## config.mk

```make
export PLATFORM = sky130hd
export DESIGN_NAME = apag_guard
export DESIGN_NICKNAME = d
export VERILOG_FILES = /design/src/hw/apag_pkg.sv /design/src/hw/apag_guard.sv
export SDC_FILE = /design/constraint.sdc
export NUM_CORES = 1
export LEC_CHECK = 0
export BUFFER_PORTS_ARGS = -buffer_cell sky130_fd_sc_hd__buf_2
export CAP_MARGIN = 40
export CORE_MARGIN = 1
export CORE_UTILIZATION = 40
export CTS_BUF_LIST = sky130_fd_sc_hd__clkbuf_16
export CTS_CLUSTER_SIZE = 28
export DETAILED_ROUTE_END_ITERATION = 7
export HOLD_SLACK_MARGIN = 0.1
export RECOVER_POWER = 50
export SLEW_MARGIN = 5
export SYNTH_ARGS = -nofsm -noshare
export SYNTH_HDL_FRONTEND = slang
export SYNTH_SLANG_ARGS = --single-unit
```

## constraint.sdc

```tcl
create_clock -name aclk -period 3.6 [get_ports aclk]
set_clock_uncertainty 0.2 [all_clocks]
set_input_delay 0.72 -clock aclk [delete_from_list [all_inputs] [get_ports aclk]]
set_output_delay 0.72 -clock aclk [all_outputs]
set_load 0.05 [all_outputs]
```

## src/hw/apag_pkg.sv

```systemverilog
package apag_pkg;
  // Register byte offsets
  localparam logic [7:0] OFS_CTRL     = 8'h00;
  localparam logic [7:0] OFS_PRE      = 8'h04;
  localparam logic [7:0] OFS_ACQ      = 8'h08;
  localparam logic [7:0] OFS_RES_HI   = 8'h0C;
  localparam logic [7:0] OFS_RES_LO   = 8'h10;
  localparam logic [7:0] OFS_STATUS   = 8'h14;
  localparam logic [7:0] OFS_CONV_RES = 8'h18;
  // Control field positions
  localparam int CTRL_GO       = 0;
  localparam int CTRL_PPOL     = 1;
  localparam int CTRL_GPOL     = 2;
  localparam int CTRL_IPEN     = 3;
  localparam int CTRL_DOUBLE   = 4;
  localparam int CTRL_FMT      = 5;
  // Widths and counts
  localparam int CNT_W = 13;
  localparam logic [12:0] ACQ_MAX  = 13'h1FFF;
  localparam logic [12:0] CNT_ZERO = 13'h0000;
  // Reset values and AXI response codes
  localparam logic [5:0]  CTRL_RST = 6'h00;
  localparam logic [12:0] TIME_RST = 13'h0000;
  localparam logic [11:0] RES_RST  = 12'h000;
  localparam logic [1:0]  AXI_OKAY   = 2'b00;
  localparam logic [1:0]  AXI_SLVERR = 2'b10;

  typedef enum logic [4:0] {
    ST_IDLE = 5'b00001,
    ST_PRE  = 5'b00010,
    ST_ACQ  = 5'b00100,
    ST_CONV = 5'b01000,
    ST_DONE = 5'b10000
  } apag_state_type;

  // Pin override bundle
  typedef struct packed {
    logic pin_out;
    logic pin_oe_n;
    logic hold_to_rail;
    logic hold_rail_hi;
    logic hold_to_chan;
  } apag_pin_type;

  // Pin state while idle and after reset: released, hold switches open
  localparam apag_pin_type PIN_IDLE = '{pin_out: 1'b0, pin_oe_n: 1'b1,
    hold_to_rail: 1'b0, hold_rail_hi: 1'b0, hold_to_chan: 1'b0};
endpackage : apag_pkg

```

## src/hw/apag_guard.sv

```systemverilog
// Our own choices: the AXI4-Lite slave port and the placing of the registers.
`timescale 1ns/1ns
// Function
// - Precharge runs only when precharge time is non-zero at start.
// - Go bit, special trigger or restart each start the sequence.
// - Precharge ties hold capacitor to supply chosen by precharge_polarity.
// - Precharge drives channel pin high or low per precharge_polarity.
// - Pin override ignores the pin_direction setting.
// - Precharge lasts the precharge-time register count.
// - Acquisition lasts acquisition_time; starts after precharge or at start.
// - Acquisition releases pin drivers and joins channel to hold capacitor.
// - Precharge on and acquisition zero gives 8191 cycles.
// - Precharge off and acquisition zero skips timed acquisition.
// - Two guard outputs, polarity from guard and invert-enable bits.
// - First precharge start sets both guards to guard_polarity.
// - Acquisition start inverts guard A, keeps guard B.
// - Second sample with invert: both opposite, then guard A toggles.
// - Format clear: upper byte holds result bits 11:4.
// - Format clear: lower register bits 7-4 result 3:0, 3-0 zero.
module apag_guard
  import apag_pkg::*;
(
  input  wire logic                aclk,          // 100 MHz clock
  input  wire logic                aresetn,       // Sync reset, low
  input  wire logic                clk_en,        // Freezes state when low
  input  wire logic                trig_async,    // Special event trigger pin
  input  wire logic                restart_req,   // Restart from compute logic
  input  wire logic                conv_done,     // Converter finished
  input  wire logic [11:0]         conv_data,     // Converter result
  output logic                     conv_start,    // Start conversion stage
  output apag_pkg::apag_pin_type   pin_ctl,       // Pin and hold switches
  output logic                     guard_out_a,   // Guard ring A
  output logic                     guard_out_b,   // Guard ring B
  input  wire logic [7:0]          s_axi_awaddr,  // Write address
  input  wire logic                s_axi_awvalid, // Write address valid
  output logic                     s_axi_awready, // Write address ready
  input  wire logic [31:0]         s_axi_wdata,   // Write data
  input  wire logic [3:0]          s_axi_wstrb,   // Write strobes
  input  wire logic                s_axi_wvalid,  // Write data valid
  output logic                     s_axi_wready,  // Write data ready
  output logic [1:0]               s_axi_bresp,   // Write response
  output logic                     s_axi_bvalid,  // Write response valid
  input  wire logic                s_axi_bready,  // Response ready
  input  wire logic [7:0]          s_axi_araddr,  // Read address
  input  wire logic                s_axi_arvalid, // Read address valid
  output logic                     s_axi_arready, // Read address ready
  output logic [31:0]              s_axi_rdata,   // Read data
  output logic [1:0]               s_axi_rresp,   // Read response
  output logic                     s_axi_rvalid,  // Read data valid
  input  wire logic                s_axi_rready   // Read ready
);
  import apag_pkg::*;

  apag_state_type   st_r, st_nxt;
  logic [12:0]      cnt_r, cnt_nxt;
  logic             second_r, second_nxt;
  logic             ga_r, ga_nxt, gb_r, gb_nxt;
  apag_pin_type     pin_r, pin_nxt;
  logic             cs_r, cs_nxt;
  logic [5:0]       ctrl_r, ctrl_nxt, ctrl_now;
  logic [12:0]      pre_r, pre_nxt, acq_r, acq_nxt;
  logic [11:0]      res_r, res_nxt;
  logic [2:0]       trg_r;
  logic             trg_old_r;
  logic             aw_got_r, aw_got_nxt, w_got_r, w_got_nxt;
  logic [7:0]       awa_r, awa_nxt;
  logic [31:0]      wd_r, wd_nxt;
  logic             bv_r, bv_nxt, rv_r, rv_nxt, ws_r, ws_nxt;
  logic [1:0]       br_r, br_nxt, rr_r, rr_nxt;
  logic [31:0]      rd_r, rd_nxt;
  logic             trig_ev, start_ev, wr_go, wr_fire;

  // Trigger pin, three stages; edge counts once stages two and three agree
  always_ff @(posedge aclk) begin
    if (!aresetn) begin
      trg_r     <= 3'h0;
      trg_old_r <= 1'b0;
    end else if (clk_en) begin
      trg_r <= {trg_r[1:0], trig_async};
      if (trg_r[2] == trg_r[1]) trg_old_r <= trg_r[2];
    end
  end
  assign trig_ev  = (trg_r[2] == trg_r[1]) && trg_r[2] && !trg_old_r;
  assign wr_fire  = aw_got_r && w_got_r && !bv_r;
  assign wr_go    = wr_fire && awa_r == OFS_CTRL && ws_r && wd_r[CTRL_GO];
  assign start_ev = wr_go || trig_ev || restart_req;
  assign ctrl_now = wr_go ? wd_r[5:0] : ctrl_r; // Fields ride with go

  // Sequencer next state
  always_comb begin
    st_nxt     = st_r;
    cnt_nxt    = cnt_r;
    second_nxt = second_r;
    ga_nxt     = ga_r;
    gb_nxt     = gb_r;
    pin_nxt    = pin_r;
    cs_nxt     = 1'b0;
    case (st_r)
      ST_IDLE: begin
        pin_nxt = PIN_IDLE;
        if (start_ev) begin
          second_nxt = 1'b0;
          ga_nxt = ctrl_now[CTRL_GPOL];
          gb_nxt = ctrl_now[CTRL_GPOL];
          if (pre_r != CNT_ZERO) begin
            st_nxt  = ST_PRE;
            cnt_nxt = pre_r;
            // Drives even when pin is an input
            pin_nxt = '{pin_out: ctrl_now[CTRL_PPOL], pin_oe_n: 1'b0,
                        hold_to_rail: 1'b1,
                        hold_rail_hi: ctrl_now[CTRL_PPOL],
                        hold_to_chan: 1'b0};
          end else if (acq_r != CNT_ZERO) begin
            st_nxt  = ST_ACQ;
            cnt_nxt = acq_r;
            ga_nxt  = !ctrl_now[CTRL_GPOL];
            pin_nxt.hold_to_chan = 1'b1;
          end else begin
            st_nxt = ST_CONV;
            cs_nxt = 1'b1;
            pin_nxt.hold_to_chan = 1'b1;
          end
        end
      end
      ST_PRE: begin
        if (cnt_r == 13'h0001) begin
          st_nxt  = ST_ACQ;
          cnt_nxt = (acq_r == CNT_ZERO) ? ACQ_MAX : acq_r;
          ga_nxt  = !ga_r;
          pin_nxt = '{pin_out: 1'b0, pin_oe_n: 1'b1, hold_to_rail: 1'b0,
                      hold_rail_hi: 1'b0, hold_to_chan: 1'b1};
        end else cnt_nxt = cnt_r - 13'h0001;
      end
      ST_ACQ: begin
        if (cnt_r == 13'h0001) begin
          st_nxt = ST_CONV;
          cs_nxt = 1'b1;
          pin_nxt.hold_to_chan = 1'b0;
        end else cnt_nxt = cnt_r - 13'h0001;
      end
      ST_CONV: begin
        if (conv_done) st_nxt = ST_DONE;
      end
      ST_DONE: begin
        if (ctrl_r[CTRL_DOUBLE] && !second_r && pre_r != CNT_ZERO) begin
          second_nxt = 1'b1;
          st_nxt     = ST_PRE;
          cnt_nxt    = pre_r;
          if (ctrl_r[CTRL_IPEN]) begin
            ga_nxt = !ctrl_r[CTRL_GPOL];
            gb_nxt = !ctrl_r[CTRL_GPOL];
          end
          pin_nxt = '{pin_out: ctrl_r[CTRL_PPOL], pin_oe_n: 1'b0,
                      hold_to_rail: 1'b1,
                      hold_rail_hi: ctrl_r[CTRL_PPOL],
                      hold_to_chan: 1'b0};
        end else st_nxt = ST_IDLE;
      end
      default: st_nxt = ST_IDLE;
    endcase
  end

  // Sequencer registers
  always_ff @(posedge aclk) begin
    if (!aresetn) begin
      st_r     <= ST_IDLE;
      cnt_r    <= TIME_RST;
      second_r <= 1'b0;
      ga_r     <= 1'b0;
      gb_r     <= 1'b0;
      pin_r    <= PIN_IDLE;
      cs_r     <= 1'b0;
    end else if (clk_en) begin
      st_r     <= st_nxt;
      cnt_r    <= cnt_nxt;
      second_r <= second_nxt;
      ga_r     <= ga_nxt;
      gb_r     <= gb_nxt;
      pin_r    <= pin_nxt;
      cs_r     <= cs_nxt;
    end
  end

  // Register file and AXI4-Lite slave; one write, one read at a time
  always_comb begin
    ctrl_nxt   = ctrl_r;
    pre_nxt    = pre_r;
    acq_nxt    = acq_r;
    res_nxt    = res_r;
    aw_got_nxt = aw_got_r;
    w_got_nxt  = w_got_r;
    awa_nxt    = awa_r;
    wd_nxt     = wd_r;
    bv_nxt     = bv_r;
    br_nxt     = br_r;
    rv_nxt     = rv_r;
    rr_nxt     = rr_r;
    rd_nxt     = rd_r;
    ws_nxt     = ws_r;
    if (s_axi_awvalid && !aw_got_r) begin
      aw_got_nxt = 1'b1;
      awa_nxt    = s_axi_awaddr;
    end
    if (s_axi_wvalid && !w_got_r) begin
      w_got_nxt = 1'b1;
      wd_nxt    = s_axi_wdata;
      ws_nxt    = s_axi_wstrb[0] || s_axi_wstrb[1]; // Strobes ride with data
    end
    // Go bit is self-clearing; busy shows in the status register
    if (st_r == ST_DONE && st_nxt == ST_IDLE) ctrl_nxt[CTRL_GO] = 1'b0;
    if (st_r == ST_CONV && conv_done) res_nxt = conv_data;
    if (wr_fire) begin
      aw_got_nxt = 1'b0;
      w_got_nxt  = 1'b0;
      bv_nxt     = 1'b1;
      br_nxt     = AXI_OKAY;
      if (ws_r) begin
        case (awa_r)
          OFS_CTRL: begin
            ctrl_nxt = wd_r[5:0];
            ctrl_nxt[CTRL_GO] = wd_r[CTRL_GO] || (st_nxt != ST_IDLE);
          end
          OFS_PRE: pre_nxt = wd_r[12:0];
          OFS_ACQ: acq_nxt = wd_r[12:0];
          OFS_RES_HI: res_nxt[11:4] = wd_r[7:0];
          OFS_RES_LO: res_nxt[3:0]  = wd_r[7:4];
          OFS_STATUS, OFS_CONV_RES: ;
          default: br_nxt = AXI_SLVERR;
        endcase
      end
    end
    if (bv_r && s_axi_bready) bv_nxt = 1'b0;
    if (s_axi_arvalid && !rv_r) begin
      rv_nxt = 1'b1;
      rr_nxt = AXI_OKAY;
      rd_nxt = 32'h0000_0000;
      case (s_axi_araddr)
        OFS_CTRL: rd_nxt[5:0]  = ctrl_r;
        OFS_PRE:  rd_nxt[12:0] = pre_r;
        OFS_ACQ:  rd_nxt[12:0] = acq_r;
        OFS_RES_HI: rd_nxt[7:0] = res_r[11:4];
        OFS_RES_LO: rd_nxt[7:0] = {res_r[3:0], 4'h0};
        OFS_STATUS: rd_nxt[7:0] = {1'b0, gb_r, ga_r, st_r};
        OFS_CONV_RES: rd_nxt[11:0] = res_r;
        default: rr_nxt = AXI_SLVERR;
      endcase
    end else if (rv_r && s_axi_rready) rv_nxt = 1'b0;
  end

  // Register file flops
  always_ff @(posedge aclk) begin
    if (!aresetn) begin
      ctrl_r <= CTRL_RST;
      pre_r  <= TIME_RST;
      acq_r  <= TIME_RST;
      res_r  <= RES_RST;
      aw_got_r <= 1'b0;
      w_got_r  <= 1'b0;
      awa_r  <= 8'h00;
      wd_r   <= 32'h0000_0000;
      bv_r   <= 1'b0;
      br_r   <= AXI_OKAY;
      rv_r   <= 1'b0;
      rr_r   <= AXI_OKAY;
      rd_r   <= 32'h0000_0000;
      ws_r   <= 1'b0;
    end else if (clk_en) begin
      ctrl_r <= ctrl_nxt;
      pre_r  <= pre_nxt;
      acq_r  <= acq_nxt;
      res_r  <= res_nxt;
      aw_got_r <= aw_got_nxt;
      w_got_r  <= w_got_nxt;
      awa_r  <= awa_nxt;
      wd_r   <= wd_nxt;
      bv_r   <= bv_nxt;
      br_r   <= br_nxt;
      rv_r   <= rv_nxt;
      rr_r   <= rr_nxt;
      rd_r   <= rd_nxt;
      ws_r   <= ws_nxt;
    end
  end

  // Outputs straight from flops
  assign conv_start    = cs_r;
  assign pin_ctl       = pin_r;
  assign guard_out_a   = ga_r;
  assign guard_out_b   = gb_r;
  assign s_axi_awready = !aw_got_r;
  assign s_axi_wready  = !w_got_r;
  assign s_axi_bvalid  = bv_r;
  assign s_axi_bresp   = br_r;
  assign s_axi_arready = !rv_r;
  assign s_axi_rvalid  = rv_r;
  assign s_axi_rresp   = rr_r;
  assign s_axi_rdata   = rd_r;

  // Checks
  a_pre_drive: assert property (@(posedge aclk) disable iff (!aresetn)
    st_r == ST_PRE |-> !pin_r.pin_oe_n && pin_r.hold_to_rail)
    else $error("pin not driven in precharge");
  a_pre_pol: assert property (@(posedge aclk) disable iff (!aresetn)
    clk_en && st_r == ST_IDLE && start_ev && pre_r != CNT_ZERO |=>
    pin_r.pin_out == $past(ctrl_now[CTRL_PPOL]))
    else $error("precharge polarity wrong");
  a_pre_skip: assert property (@(posedge aclk) disable iff (!aresetn)
    clk_en && st_r == ST_IDLE && start_ev && pre_r == CNT_ZERO |=>
    st_r != ST_PRE)
    else $error("precharge not skipped");
  a_acq_max: assert property (@(posedge aclk) disable iff (!aresetn)
    clk_en && st_r == ST_PRE && st_nxt == ST_ACQ && acq_r == CNT_ZERO
    |=> cnt_r == 13'h1FFF)
    else $error("max acquisition not loaded");
  a_acq_release: assert property (@(posedge aclk) disable iff (!aresetn)
    st_r == ST_ACQ |-> pin_r.pin_oe_n && pin_r.hold_to_chan)
    else $error("acquisition pin state wrong");
  a_guard_a_flip: assert property (@(posedge aclk) disable iff (!aresetn)
    clk_en && st_r == ST_PRE && st_nxt == ST_ACQ |=>
    ga_r != $past(ga_r) && gb_r == $past(gb_r))
    else $error("guard A did not toggle");
  a_guard_first: assert property (@(posedge aclk) disable iff (!aresetn)
    clk_en && st_r == ST_IDLE && start_ev && pre_r != CNT_ZERO |=>
    gb_r == $past(ctrl_now[CTRL_GPOL]) && ga_r == gb_r)
    else $error("guard start level wrong");
  a_zero_acq: assert property (@(posedge aclk) disable iff (!aresetn)
    clk_en && st_r == ST_IDLE && start_ev && pre_r == CNT_ZERO &&
    acq_r == CNT_ZERO |=> st_r == ST_CONV && cs_r)
    else $error("zero acquisition not bypassed");
  a_res_lo: assert property (@(posedge aclk) disable iff (!aresetn)
    rv_r && $past(s_axi_araddr) == OFS_RES_LO && $rose(rv_r) |->
    s_axi_rdata[3:0] == 4'h0)
    else $error("low nibble bits not zero");
  c_pre_path: cover property (@(posedge aclk) st_r == ST_PRE ##1
    st_r == ST_ACQ);
  c_second: cover property (@(posedge aclk) second_r && st_r == ST_PRE);
  c_direct: cover property (@(posedge aclk) st_r == ST_IDLE ##1
    st_r == ST_CONV);
endmodule : apag_guard

```

==> Word level (Yosys, flattened, before mapping) <==
Cells that the tools add are included.
{ "totals": {"regBits": 118, "latch_bits": 0, "mem_bits_rw": 0, "romBits": 0, "wordCells": 184, "memories": 0} }
{ "op_classes": {"n_addsub": 1, "n_mul": 0, "div": 0, "magnitude_cmp": 0, "eq_ne": 28, "shift": 0, "n_mux": 66, "bitwise": 0, "reduce_logical": 61} }
{ "op_table": {"columns": ["op", "count"], "rows": [
  ["$mux 13", 7],
  ["$pmux 13 s4", 1],
  ["$eq 8x5->1 const B", 6],
  ["$pmux 6 s7", 1],
  ["$mux 12", 3],
  ["$mux 5", 7],
  ["$eq 8x4->1 const B", 4],
  ["$mux 1", 27],
  ["$reduce_bool 13->1", 2],
  ["$pmux 5 s5", 1],
  ["$pmux 4 s3", 2],
  ["$reduce_and 4->1", 5],
  ["$reduce_and 2->1", 9],
  ["$eq 8x3->1 const B", 2],
  ["$logic_and 1x1->1", 16],
  ["$logic_not 8->1", 2],
  ["$mux 4", 4],
  ["$reduce_or 7->1", 2],
  ["$eq 13x1->1 const B", 1],
  ["$logic_not 13->1", 1],
  ["$sub 13x1->13 const B", 1],
  ["$ne 2x2->1 const B", 6],
  ["$pmux 2 s6", 1],
  ["$reduce_and 6->1", 2],
  ["other kinds (20)", 43]
]} }

==> Longest topological paths before layout <==
{ "depth": {"ltp_word": 15, "mapped_depth": 9} }

==> Worst setup path after synthesis <==
Ideal clock, no wire load.
{ "synth_path": {"kind": "input port to flip-flop", "start": "in s_axi_araddr[6]", "end": "reg rd_r[4] (netlist: s_axi_rdata[4])", "arrival_time_ps": 2511, "required_ps": 3341, "slack_ps": 830, "path_stages": 5, "n_path_buf": 0, "cell_sequence": "or4_1 > nor4b_1 > a22oi_1 > o21ai_0 > and2_1"} }
{ "synth_between": {"elab_chain_cells": 2, "word_cells_on_any_way": 8} }
{ "synth_rtl": {"columns": ["item", "line_no", "rtl"], "rows": [
  ["start, declared", "apag_guard.sv:44", "input wire logic [7:0] s_axi_araddr,"],
  ["$eq 8x5->1 (tied with other cells)", "apag_guard.sv:237", "case (s_axi_araddr)"],
  ["$pmux 6 s7 (*)", "apag_guard.sv:237", null],
  ["end signal, assigned", "apag_guard.sv:280", "rd_r <= rd_nxt;"],
  ["end, declared", "apag_guard.sv:70", "logic [31:0] rd_r, rd_nxt;"]
]} }
Mark *: on every way between the ends. The rest lies on a longest branch, timed or not.
A chain may end at the register's enable or synchronous reset.

==> Final worst setup path <==
{ "layout_path": {"start": "reg awa_r[0]", "end": "reg cnt_r[0]"} }
{ "layout_between": {"elab_chain_cells": 8} }
{ "layout_rtl": {"columns": ["item", "line_no", "rtl"], "rows": [
  ["start, declared", "apag_guard.sv:66", "logic [7:0] awa_r, awa_nxt;"],
  ["start signal, assigned", "apag_guard.sv:274", "awa_r <= awa_nxt;"],
  ["$logic_not 8->1", "apag_guard.sv:85", "assign wr_go = wr_fire && awa_r == OFS_CTRL && ws_r && wd_r[CTRL_GO];"],
  ["$logic_and 1x1->1 (3 in a row)", "apag_guard.sv:85", null],
  ["$logic_or 1x1->1 (2 in a row)", "apag_guard.sv:86", "assign start_ev = wr_go || trig_ev || restart_req;"],
  ["$ne 2x2->1 (no source line)", null, null],
  ["$reduce_and 6->1 (no source line)", null, null],
  ["end signal, assigned", "apag_guard.sv:175", "cnt_r <= cnt_nxt;"],
  ["end, declared", "apag_guard.sv:55", "logic [12:0] cnt_r, cnt_nxt;"]
]} }
No other way between the ends.

==> impl_results.md <==
- Distinct cells, synth: 67
- Die height: 129 um
- Seq/Total Area, Yosys: 35.7%
- Post-CTS sizing: 0
- Sw Share: 25.8%
- Worst-Skew Late Latency: 420 ps
- CP Cell Sequence: or4_4 -> or4_1 -> nand2_4 -> a21boi_2 -> nor4b_4 -> buf_4 -> nand2_1 -> o32ai_1
- Worst EP arrival: 3160 ps
- Final core occ: 48.0%
- Layout Nets: 943
- Port Buffers: 81
- GP Congestion: 0.866
- Top cell type's share of synthesized area: 35.7%
- Internal power: 2670 uW
- Comb pwr share: 12.6%
- Routed vias: 6007
- Most used DFF post-synth: dfxtp_1
- Row cnt: 46
- Final critical-path required period: 3030 ps
- Failing checks: capacitance limit, slew limit
- Starting DRC count in detailed routing: 585
- CTS buffer count: 17
- First-pass GRT wire length: 29000 um
- Number of I/O pins: 124
- Syn_area_per_cell: 8.13 sq um
- Worst r2r src: awa_r[0]
- FILL cells: 1557
- Clk slew on worst S/H paths: 60 ps
- Crit start category: register
- Vias in the first global route: 5374
- Largest net degree at the start of global routing: 45
- Die area: 0.0166 sq mm
- Max-Cap Viols: 1
- Core ar.: 0.0158 sq mm
- Critical path type: reg2reg
- Synth async-reset ratio: 0%
- 1st-pass router iterations: 5
- Layout cells sized above 1: 13.5%
- Pwr dens: 474 mW/mm^2
- Delay-heaviest family, CP: simple AND/OR/NAND/NOR gates
- Final WL: 18600 um
- Switch Pwr: 931 uW
- H-tree levels: 4
- Worst hold path endpoint: second_r
- Clock network power share: 49.6%
- Ranking of synthesized cells by area: dfxtp_1 (36%), mux2i_1 (8.5%), nor2b_1 (5.2%)
- Max IR drop VDD: 0.000358 V
- Worst r2r path cells: 8
- Post-synth top cells: dfxtp_1 (115), nand2_1 (89), o21ai_0 (61)
- Final setup vio count: 0
- Crit end category: register
- Period utilization: 84.3%
- Sequential power share: 37.7%
- # hold bufs at CTS: 0
- Final Non-Filler Cells: 1093
- Wire per inst: 17.0 um
- Synthesized cell area: 0.00645 sq mm
- Worst EP required: 3720 ps
- Slew Limit Headroom: -22.5%
- Via-per-instance ratio: 5.50
- DRC: 0
- Initial core utilization: 40.8%
- Antenna violations before repair: 0
- Synth warnings: 0
- Root Buffer: clkbuf_16
- HP Class: reg2reg
- Post-synth EDFFs: 0
- CP max FO: 24
- Die width: 129 um
- Final Max Tran Viols: 45
- #FFs+latches synth: 115
- Reg2reg end: cnt_r[0]
- Final count of hold timing violations: 0
- R2r setup slk: 570 ps
- Worst Hold Depth: 2
- Area growth, synth to finish: 17.6%
- CTS tree: done
- Most common cell in the netlist: dfxtp_1
- Pleak: 0.00323 uW
- GR Util All Layers: 22.8%
- ANT cells: 0
- Unrepaired setup endpoints after global routing: false
- Fmax: 330 MHz
- Clk buf depth: 2
- Placed Instances: 1062
- Clk sinks: 115
- Measured slew at the worst slew-check pin: 1840 ps
- Total grt overflow: 0
- Hold path startpoint: second_r
- Slowest CP cell: or4_1
- Crit path buf inv count: 1
- HPWL after DPL: 13500 um
- Status: complete, but fails checks
- Setup bufs post-CTS: 0
- Leading area contributor after synthesis: dfxtp_1
- Final ANT Viol Nets: 0
- Setup TNS Final: 0 ps
- Mapped Cells: 794
- Largest stage delay, worst path: 600 ps
final cells by class:
class | count | area, sq um | area share (%)
tap | 216 | 270 | 3.56
clock inverter | 14 | 196 | 2.59
sequential | 115 | 2300 | 30.3
clock buffer | 17 | 425 | 5.60
inverter | 10 | 37.5 | 0.494
multi-input combinational | 615 | 3810 | 50.2
timing repair buffer | 106 | 547 | 7.20
registers in the layout, indices dropped and copies added (netlist names), 3 cells and up:
register / count
cnt_r: 13
res_r: 12
ctrl_r: 6
trg_r: 3
st_r: 5
pin_ctl: 4
s_axi_rdata: 13
wd_r: 13
acq_r: 13
pre_r: 13
awa_r: 8
logic make-up after synthesis:
group	Yosys count	share of synthesized area, %
AOI/OAI and AO/OA	215	21.7
xor gates and xnor gates	11	1.49
adders and majority gates	3	0.582
buffers and inverters	84	6.40
DFF	115	35.7
muxes	61	9.75
other	1	0.0581
and+or+nand+nor	304	24.4
per-layer routing:
layer / track usage [%] / part of all wire [%] / up-vias
met5: 0 / 0 / -
li1: - / - / 2956
met2: 35.4 / 46 / 189
met3: 5.12 / 5.4 / 22
met4: 6.99 / 1.5 / 0
met1: 31.4 / 47 / 2840
layout by cell type, fill, tap and decap left out, types with 21 or more instances in the layout:
master | synthesis | final
buf_4 | 24 | 22
clkbuf_1 | 44 | 31
nor2b_1 | 54 | 54
conb_1 | 1 | 21
a21oi_1 | 45 | 45
buf_2 | 0 | 52
o21ai_0 | 61 | 61
dfxtp_1 | 115 | 115
nor2_1 | 54 | 54
nand2_1 | 89 | 89
mux2i_1 | 55 | 55
per-stage QoR:
| step | total power (uW) | worst slack (ps) | hold slack [ps] | cell area (sq um) |
|---|---|---|---|---|
| final | 3600 | 566 | 269 | 7590 |
| after detailed placement | 1840 | 634 | 261 | 7020 |
| after CTS | 3630 | 621 | 269 | 7640 |
| after global routing | 3730 | 313 | 305 | 7590 |
| after global placement | 1840 | 668 | 268 | 7020 |
| after floorplan | 1740 | 830 | 244 | 6530 |
worst max path at each step:
stage | cells past startpoint | from | endpoint | slack, ps
finish | 8 | awa_r[0] | cnt_r[0] | 570
global route | 6 | awa_r[0] | res_r[9] | 310
CTS | 8 | awa_r[0] | cnt_r[0] | 620
detailed placement | 8 | awa_r[0] | cnt_r[0] | 630
global placement | 8 | awa_r[0] | cnt_r[1] | 670
floorplan | 5 | s_axi_araddr[6] | s_axi_rdata[4] | 830
worst min-delay path, stage by stage (launching register included):
cell	delay, ps
dfxtp_1	310
nand2_1	50
a21boi_0	60
power groups by stage:
stage / registers [uW] / clock network (uW) / logic (uW)
floorplan: 1400 / 0 / 344
global placement: 1380 / 0 / 456
detailed placement: 1380 / 0 / 454
CTS: 1360 / 1810 / 456
global route: 1360 / 1870 / 495
finish: 1360 / 1790 / 455
Note: power is estimated with default switching activity, not from simulation.
